--- src/verilog/irq_defs.svh ---
`ifndef IRQ_DEFS_SVH
`define IRQ_DEFS_SVH

// ----------------------------------------------------------------------
// Widths
// ----------------------------------------------------------------------
`define IRQ_ADDR_W        4
`define IRQ_DATA_W        8
`define IRQ_GROUP_W       8
`define IRQ_LEVELS        3
`define IRQ_SOURCES       24

// ----------------------------------------------------------------------
// Register offsets
// ----------------------------------------------------------------------
`define IRQ_HIGH_FLAGS_OFS    4'h0
`define IRQ_MID_FLAGS_OFS     4'h1
`define IRQ_LOW_FLAGS_OFS     4'h2
`define IRQ_HIGH_EN_OFS       4'h3
`define IRQ_MID_EN_OFS        4'h4
`define IRQ_LOW_EN_OFS        4'h5
`define IRQ_TOP_CODE_OFS      4'h6
`define IRQ_SUMMARY_OFS       4'h7
`define IRQ_EVT_STATUS_OFS    4'h8
`define IRQ_EVT_MASK_OFS      4'h9

// ----------------------------------------------------------------------
// Field positions: first source number of each group, summary bits
// ----------------------------------------------------------------------
`define IRQ_HIGH_BASE     16
`define IRQ_MID_BASE      8
`define IRQ_LOW_BASE      0
`define IRQ_SUM_HIGH_BIT  2
`define IRQ_SUM_MID_BIT   1
`define IRQ_SUM_LOW_BIT   0

// ----------------------------------------------------------------------
// Reset values
// ----------------------------------------------------------------------
`define IRQ_FLAGS_RST     24'h000000
`define IRQ_EN_RST        24'h000000
`define IRQ_CODE_RST      8'hFF
`define IRQ_NONE_CODE     8'hFF
`define IRQ_SUM_RST       3'h0
`define IRQ_EVT_RST       3'h0
`define IRQ_RD_RST        8'h00

`endif

--- src/verilog/irq_pkg.sv ---
`include "irq_defs.svh"

package irq_pkg;

  typedef logic [`IRQ_SOURCES-1:0] src_vec_t;
  typedef logic [`IRQ_LEVELS-1:0]  level_vec_t;
  typedef logic [`IRQ_DATA_W-1:0]  byte_t;
  typedef logic [`IRQ_ADDR_W-1:0]  addr_t;

  // Register port request, one cycle per access
  typedef struct packed {
    addr_t addr;
    byte_t wrData;
    logic  wr;
    logic  rd;
  } bus_req_t;

  // Whole state of the handler
  typedef struct packed {
    src_vec_t   flags;
    src_vec_t   enables;
    src_vec_t   srcPrev;
    byte_t      topCode;
    level_vec_t summary;
    level_vec_t cpuInt;
    level_vec_t evtStatus;
    level_vec_t evtMask;
    logic       irqOut;
    byte_t      rdData;
  } state_t;

endpackage

--- src/verilog/three_level_irq_handler.sv ---
`timescale 1ns/1ps
`include "irq_defs.svh"

// Summary of operation
// - Twenty-four source inputs are split into three levels of eight sources each.
// - The high group drives processor level zero, mid level one, low level two.
// - Sources 16 to 23 sit in bits 0 to 7 of the high flag register, ascending.
// - Sources 8 to 15 sit in bits 0 to 7 of the mid flag register, ascending.
// - Sources 0 to 7 sit in bits 0 to 7 of the low flag register, ascending.
// - Writing a one to a flag bit clears it, and reads return the current flags.
// - Reset clears every flag bit of the three flag registers.
// - Three read-write enable registers hold one enable per source, reset to zero.
// - A read-only register holds the code of the top pending source, reset to all ones.
// - Summary bits 2, 1 and 0 show any high, mid and low flag pending, reset zero.
// - Summary bits 7 to 3 always read as zero.
// - A flag sets only on a rising source edge while its enable bit is one.
// - Writing a zero to a flag bit leaves it as it was.
// - Sources are sampled on the system clock and the level rises one cycle later.
// - The top code reads 0xFF whenever no flag is pending.
module three_level_irq_handler (
  input  wire logic              sys_clk,
  input  wire logic              rst,
  input  wire irq_pkg::src_vec_t srcIn,
  input  wire irq_pkg::bus_req_t busReq,
  output logic [7:0]             busRdData,
  output logic                   cpuIntLevelZero,
  output logic                   cpuIntLevelOne,
  output logic                   cpuIntLevelTwo,
  output logic                   irqOut
);

  // ----------------------------------------------------------------------
  // Address decode
  // ----------------------------------------------------------------------

  // True when the request is the given kind of access to the given offset
  function automatic logic hit(input irq_pkg::bus_req_t req,
                               input irq_pkg::addr_t    ofs,
                               input logic              isWrite);
    hit = (isWrite ? req.wr : req.rd) && (req.addr == ofs);
  endfunction

  // ----------------------------------------------------------------------
  // State
  // ----------------------------------------------------------------------
  localparam irq_pkg::state_t STATE_RST = '{
    flags     : `IRQ_FLAGS_RST,
    enables   : `IRQ_EN_RST,
    srcPrev   : `IRQ_FLAGS_RST,
    topCode   : `IRQ_CODE_RST,
    summary   : `IRQ_SUM_RST,
    cpuInt    : `IRQ_SUM_RST,
    evtStatus : `IRQ_EVT_RST,
    evtMask   : `IRQ_EVT_RST,
    irqOut    : 1'b0,
    rdData    : `IRQ_RD_RST
  };

  irq_pkg::state_t    state_reg;
  irq_pkg::state_t    state_next;
  irq_pkg::src_vec_t  setVec;
  irq_pkg::src_vec_t  clrVec;
  irq_pkg::src_vec_t  flags_next;
  irq_pkg::level_vec_t anyNext;
  irq_pkg::level_vec_t groupNew;
  logic [7:0]         codeNext;

  // ----------------------------------------------------------------------
  // Edge detection and flag clearing
  // ----------------------------------------------------------------------

  // Inputs are synchronous, so one sample of history is enough for an edge
  assign setVec = srcIn & ~state_reg.srcPrev & state_reg.enables;

  // Clear mask per group, placed at each group's source numbers
  assign clrVec = {
    hit(busReq, `IRQ_HIGH_FLAGS_OFS, 1'b1) ? busReq.wrData : 8'h00,
    hit(busReq, `IRQ_MID_FLAGS_OFS, 1'b1)  ? busReq.wrData : 8'h00,
    hit(busReq, `IRQ_LOW_FLAGS_OFS, 1'b1)  ? busReq.wrData : 8'h00
  };

  // A zero in the write data keeps the flag; a new edge beats the clear
  assign flags_next = (state_reg.flags & ~clrVec) | setVec;

  // ----------------------------------------------------------------------
  // Per-group reduction
  // ----------------------------------------------------------------------

  // Index 0 is the low group, 2 the high group, matching the summary bits
  for (genvar g = 0; g < `IRQ_LEVELS; g++) begin : gGroup
    assign anyNext[g]  = |flags_next[g*`IRQ_GROUP_W +: `IRQ_GROUP_W];
    assign groupNew[g] = |(setVec[g*`IRQ_GROUP_W +: `IRQ_GROUP_W]
                          & ~state_reg.flags[g*`IRQ_GROUP_W +: `IRQ_GROUP_W]);
  end

  // Top pending code from the flags as they will stand after this edge
  pending_code_encoder #(
    .WIDTH (`IRQ_SOURCES)
  ) uEncoder (
    .pending (flags_next),
    .code    (codeNext)
  );

  // ----------------------------------------------------------------------
  // Next state
  // ----------------------------------------------------------------------
  always_comb begin
    state_next = state_reg;
    state_next.srcPrev = srcIn;
    state_next.flags = flags_next;
    // Derived values are registered from the next flags so they never lag them
    state_next.topCode = codeNext;
    state_next.summary = anyNext;
    state_next.cpuInt = {anyNext[0], anyNext[1], anyNext[2]};
    // Enable registers, one per group
    if (hit(busReq, `IRQ_HIGH_EN_OFS, 1'b1)) begin
      state_next.enables[`IRQ_HIGH_BASE +: `IRQ_GROUP_W] = busReq.wrData;
    end
    if (hit(busReq, `IRQ_MID_EN_OFS, 1'b1)) begin
      state_next.enables[`IRQ_MID_BASE +: `IRQ_GROUP_W] = busReq.wrData;
    end
    if (hit(busReq, `IRQ_LOW_EN_OFS, 1'b1)) begin
      state_next.enables[`IRQ_LOW_BASE +: `IRQ_GROUP_W] = busReq.wrData;
    end
    // Sticky group events; a new event in the clearing cycle survives
    state_next.evtStatus = state_reg.evtStatus | groupNew;
    if (hit(busReq, `IRQ_EVT_STATUS_OFS, 1'b1)) begin
      state_next.evtStatus = (state_reg.evtStatus & ~busReq.wrData[2:0]) | groupNew;
    end
    if (hit(busReq, `IRQ_EVT_MASK_OFS, 1'b1)) begin
      state_next.evtMask = busReq.wrData[2:0];
    end
    state_next.irqOut = |(state_next.evtStatus & state_next.evtMask);
    // Read data stand for exactly one cycle, zero otherwise
    state_next.rdData = 8'h00;
    if (busReq.rd) begin
      unique case (busReq.addr)
        `IRQ_HIGH_FLAGS_OFS: begin
          state_next.rdData = state_reg.flags[`IRQ_HIGH_BASE +: `IRQ_GROUP_W];
        end
        `IRQ_MID_FLAGS_OFS: begin
          state_next.rdData = state_reg.flags[`IRQ_MID_BASE +: `IRQ_GROUP_W];
        end
        `IRQ_LOW_FLAGS_OFS: begin
          state_next.rdData = state_reg.flags[`IRQ_LOW_BASE +: `IRQ_GROUP_W];
        end
        `IRQ_HIGH_EN_OFS: begin
          state_next.rdData = state_reg.enables[`IRQ_HIGH_BASE +: `IRQ_GROUP_W];
        end
        `IRQ_MID_EN_OFS: begin
          state_next.rdData = state_reg.enables[`IRQ_MID_BASE +: `IRQ_GROUP_W];
        end
        `IRQ_LOW_EN_OFS: begin
          state_next.rdData = state_reg.enables[`IRQ_LOW_BASE +: `IRQ_GROUP_W];
        end
        `IRQ_TOP_CODE_OFS: begin
          state_next.rdData = state_reg.topCode;
        end
        `IRQ_SUMMARY_OFS: begin
          state_next.rdData = {5'h00, state_reg.summary};
        end
        `IRQ_EVT_STATUS_OFS: begin
          state_next.rdData = {5'h00, state_reg.evtStatus};
        end
        `IRQ_EVT_MASK_OFS: begin
          state_next.rdData = {5'h00, state_reg.evtMask};
        end
        default: begin
          state_next.rdData = 8'h00;  // Unmapped offsets read zero
        end
      endcase
    end
  end

  // ----------------------------------------------------------------------
  // State register
  // ----------------------------------------------------------------------

  // Synchronous reset; flags, enables and code take their documented values
  always_ff @(posedge sys_clk) begin
    if (rst) begin
      state_reg <= STATE_RST;
    end else begin
      state_reg <= state_next;
    end
  end

  // ----------------------------------------------------------------------
  // Outputs
  // ----------------------------------------------------------------------
  assign busRdData       = state_reg.rdData;
  assign cpuIntLevelZero = state_reg.cpuInt[0];  // cpuInt is indexed by processor level
  assign cpuIntLevelOne  = state_reg.cpuInt[1];
  assign cpuIntLevelTwo  = state_reg.cpuInt[2];
  assign irqOut          = state_reg.irqOut;
endmodule

--- src/verilog/pending_code_encoder.sv ---
`timescale 1ns/1ps
`include "irq_defs.svh"

// Highest set bit wins; no bit set gives the idle code
module pending_code_encoder #(
  parameter int WIDTH = `IRQ_SOURCES
) (
  input  wire logic [WIDTH-1:0] pending,
  output logic [7:0]            code
);

  // ----------------------------------------------------------------------
  // Ascending scan, later hits overwrite earlier ones
  // ----------------------------------------------------------------------
  always_comb begin
    code = `IRQ_NONE_CODE;
    for (int i = 0; i < WIDTH; i++) begin
      if (pending[i]) begin
        code = 8'(i);
      end
    end
  end

endmodule

--- config.mk ---
export PLATFORM = sky130hd
export DESIGN_NAME = three_level_irq_handler
export DESIGN_NICKNAME = d
export VERILOG_FILES = /design/src/verilog/irq_pkg.sv /design/src/verilog/three_level_irq_handler.sv /design/src/verilog/pending_code_encoder.sv
export VERILOG_INCLUDE_DIRS = /design/src /design/src/verilog
export SDC_FILE = /design/constraint.sdc
export NUM_CORES = 1
export LEC_CHECK = 0
export BUFFER_PORTS_ARGS = -buffer_cell sky130_fd_sc_hd__buf_2
export CAP_MARGIN = 20
export CORE_UTILIZATION = 55
export CTS_BUF_LIST = sky130_fd_sc_hd__clkbuf_8 sky130_fd_sc_hd__clkbuf_16
export DETAILED_ROUTE_END_ITERATION = 12
export MAX_ROUTING_LAYER = met4
export PLACE_DENSITY = 0.76
export SYNTH_ARGS = -nofsm -noshare
export SYNTH_HDL_FRONTEND = slang
export SYNTH_HIERARCHICAL = 1
export SYNTH_SLANG_ARGS = --single-unit
export TNS_END_PERCENT = 5
--- constraint.sdc ---
create_clock -name sys_clk -period 2.5 [get_ports sys_clk]
set_clock_uncertainty 0.1 [all_clocks]
set_input_delay 0 -clock sys_clk [delete_from_list [all_inputs] [get_ports sys_clk]]
set_output_delay 0 -clock sys_clk [all_outputs]
set_load 0.05 [all_outputs]
==> run metrics <==
result of the run complete, no violations; top-level port count 52; reg-to-reg critical path startpoint state_reg[57]$_SDFFE_PP0P_; most instantiated library cell after synthesis sky130_fd_sc_hd__dfxtp_1; met2 Use GR a little under three fifths; net count reported at finish 656; cts bufs inserted 9; met1 routing resource usage after global routing a little under half; Worst Path Arrival 2.58 ns; die area between 0.008 and 0.009 mm²; area share of the largest cell type after synthesis 43.24%; startpoint of the lowest-slack hold path rst; Final setup viols 0; CTS HTree Levels 3; Site Rows 32; TritonCTS clock tree built; number of flip-flops in the largest register 88; number of design rule violations left after detail routing 0; Critical Setup Path Class input port to flop; data required time at the worst endpoint 2.66 ns; number of cells traversed by the worst register-to-register path 7; synth-to-layout area growth 22.95%; worst hold slack approximately 0.038 ns; reg-to-reg endpoint state_reg[21]$_SDFF_PP1_; library cell used as clock root buffer sky130_fd_sc_hd__clkbuf_8; leakage power ~2.3 nW; total congestion overflow after global routing 0; Syn Inst Count about 520; post-synth top area cell sky130_fd_sc_hd__dfxtp_1; ranking of synthesized cells by area sky130_fd_sc_hd__dfxtp_1 (43%), sky130_fd_sc_hd__a21oi_1 (6.1%), sky130_fd_sc_hd__nand3b_1 (5.5%); final worst path period need between 2 and 2.5 ns; antenna-violating nets left 0; worst hold path type input port to flop; switch share about a quarter; overall die height ~93 µm; Synthesized Nets 561; crit share post-route between 90% and 100%; effective utilization at floorplan approximately 58%; number of max-cap violations 0; internal power 2.366 mW; die outline width 92.83 µm; pins over their slew limit 0; post-placement cell count ~670; most instantiated flip-flop cell in the synthesis netlist sky130_fd_sc_hd__dfxtp_1; power share of the combinational group about 12%; total global routing track utilization 37.94%; worst slew slack as a fraction of its limit 54.81%; first-pass GRT wire length ~23000 µm; Mapped Area about 0.0045 mm²; Top Usage Layer GRT met2; initial antenna violation count 0; antenna diode count 0; peak supply drop 0.4132 mV; # port buffers 51; via count of the first global-routing pass about 4300; setup slack, reg-to-reg approximately 0.41 ns; maximum number of pins on one net before global-route repair 32; RSZ-0062 raised after global routing false; first-pass iteration count of the detailed router 6; Floorplan Core Area between 0.007 and 0.008 mm²; syn_area_per_cell between 8 and 9 µm²; Global Route met3 Usage around 7.6%; final cell count without fillers between 700 and 800; DR iter-0 viols roughly 540; number of warning messages in the yosys log 6; CTS sink count 98; Routability Congestion 0.9532; maximum net fanout on the critical path 8; areal power density over the cells around 570 mW/mm²; number of flops mapped to enable cells by yosys 0; sequential share of power about half; Final HPWL DP around 12000 µm; maximum clock path buffer count 2; switching component of the power 791.7 µW; clk slew on worst S/H paths approximately 0.10 ns; Vias/cell 6.326; end point of the most critical hold path state_reg[13]$_SDFF_PP0_; worst slew pin tran roughly 0.67 ns; type of element capturing the critical path flop; count of cell types in the netlist 55; Max Clk Rate between 400 and 500 MHz; average detailed-routed wire length per instance ~21 µm; async set or reset register ratio after synthesis 0%; share of final-layout standard cells stronger than drive strength 1 a little over a fifth; flip-flop and latch count after synthesis 98; post-detailed-routing wire length approximately 15000 µm; sequential element share of the synthesized area 43.24%; Clock Latency Late Sink 0.37 ns; instance count along the most critical hold path 2; commonest cells in the synthesized netlist sky130_fd_sc_hd__dfxtp_1 (98), sky130_fd_sc_hd__a21oi_1 (55), sky130_fd_sc_hd__nand2_1 (55); power share of the clock group ~36%; startpoint types input port; via total after detailed routing about 4600; Final Hold Vio Count 0
placed cells by master (no fill, tap or decap), drive strengths merged, types with 4 or more instances in the layout:
cell and count:
nor2b 33, o22ai 11, dlygate4sd3 33, mux2i 19
nand2 55, clkbuf 10, nor3 6, inv 10
buf 89, or3 4, nand3b 33, a221oi 5
or4 5, nand3 12, mux2 6, o21ai 41
nor4 13, dfxtp 98, nor2 27, or2 9
a21oi 55
worst max path at each step:
stage | from | endpoint | depth (start not counted) | slack (ns)
global route | busReq[1] | state_reg[21]$_SDFF_PP1_ | 12 | 0.004
CTS | busReq[1] | state_reg[21]$_SDFF_PP1_ | 11 | 0.02
floorplan | busReq[13] | state_reg[21]$_SDFF_PP1_ | 10 | 0.27
detailed placement | busReq[13] | state_reg[21]$_SDFF_PP1_ | 9 | -0.01
finish | busReq[1] | state_reg[21]$_SDFF_PP1_ | 12 | 0.07
global placement | busReq[10] | state_reg[21]$_SDFF_PP1_ | 9 | 0.09
critical path, cell delays in order:
cell                            delay (ns)
sky130_fd_sc_hd__dlygate4sd3_1        0.53
sky130_fd_sc_hd__buf_2                0.14
sky130_fd_sc_hd__buf_4                0.17
sky130_fd_sc_hd__buf_4                0.14
sky130_fd_sc_hd__nand3b_1             0.15
sky130_fd_sc_hd__o21ai_0              0.16
sky130_fd_sc_hd__nand2_1              0.22
sky130_fd_sc_hd__nand2b_1             0.09
sky130_fd_sc_hd__a221o_1              0.32
sky130_fd_sc_hd__a211oi_1             0.27
sky130_fd_sc_hd__a211oi_1             0.11
sky130_fd_sc_hd__or2_2                0.28
stage by stage:
stage	instance area (µm²)	TNS [ns]	setup WS (ns)	utilization [%]	total power [mW]
finish	5578	0	0.07359	71.08	3.158
global route	5578	0	0.003545	71.08	3.253
CTS	5559	0	0.02374	70.84	3.151
detailed placement	5009	-0.01475	-0.01475	63.82	2.002
global placement	5009	0	0.09379	63.82	1.997
floorplan	4537	0	0.2675	-	1.867
metal layers:
layer,part of all wire [%],wire length [µm]
met3,9.5,1454
met4,4.5,694
met1,41,6322
met5,0,0
met2,45,6874
cells by family after synthesis:
kind of cell | count (synthesis) | share of synthesized area (%)
and+or+nand+nor | 211 | 26.97
muxes | 27 | 6.674
buffers and inverters | 46 | 4.964
AOI/OAI and AO/OA | 139 | 18.15
DFF | 98 | 43.24
power groups by stage:
stage	clock [mW]	combinational, mW	sequential (mW)
after CTS	1.14	0.378	1.63
after floorplan	0	0.204	1.66
after global routing	1.20	0.414	1.63
after global placement	0	0.332	1.67
final	1.14	0.389	1.63
after detailed placement	0	0.336	1.67
timing repair:
| item | 4_1_cts | 5_1_grt |
|---|---|---|
| setup buffers | 0 | 1 |
| setup endpoints to repair | 0 | 6 |
| hold buffers | 33 | 0 |
| endpoints found under the hold margin | 70 | 0 |
| gates resized for setup | 0 | 6 |
final cells by class:
class,count,area (µm²)
Fill cell,638,2270
Timing Repair Buffer,122,870.8
Clock buffer,10,137.6
Tap cell,102,127.6
Inverter,8,30.03
Clock inverter,6,82.58
Multi-Input combinational cell,377,2367
Sequential cell,98,1962
(Power assumes the default switching activity.)
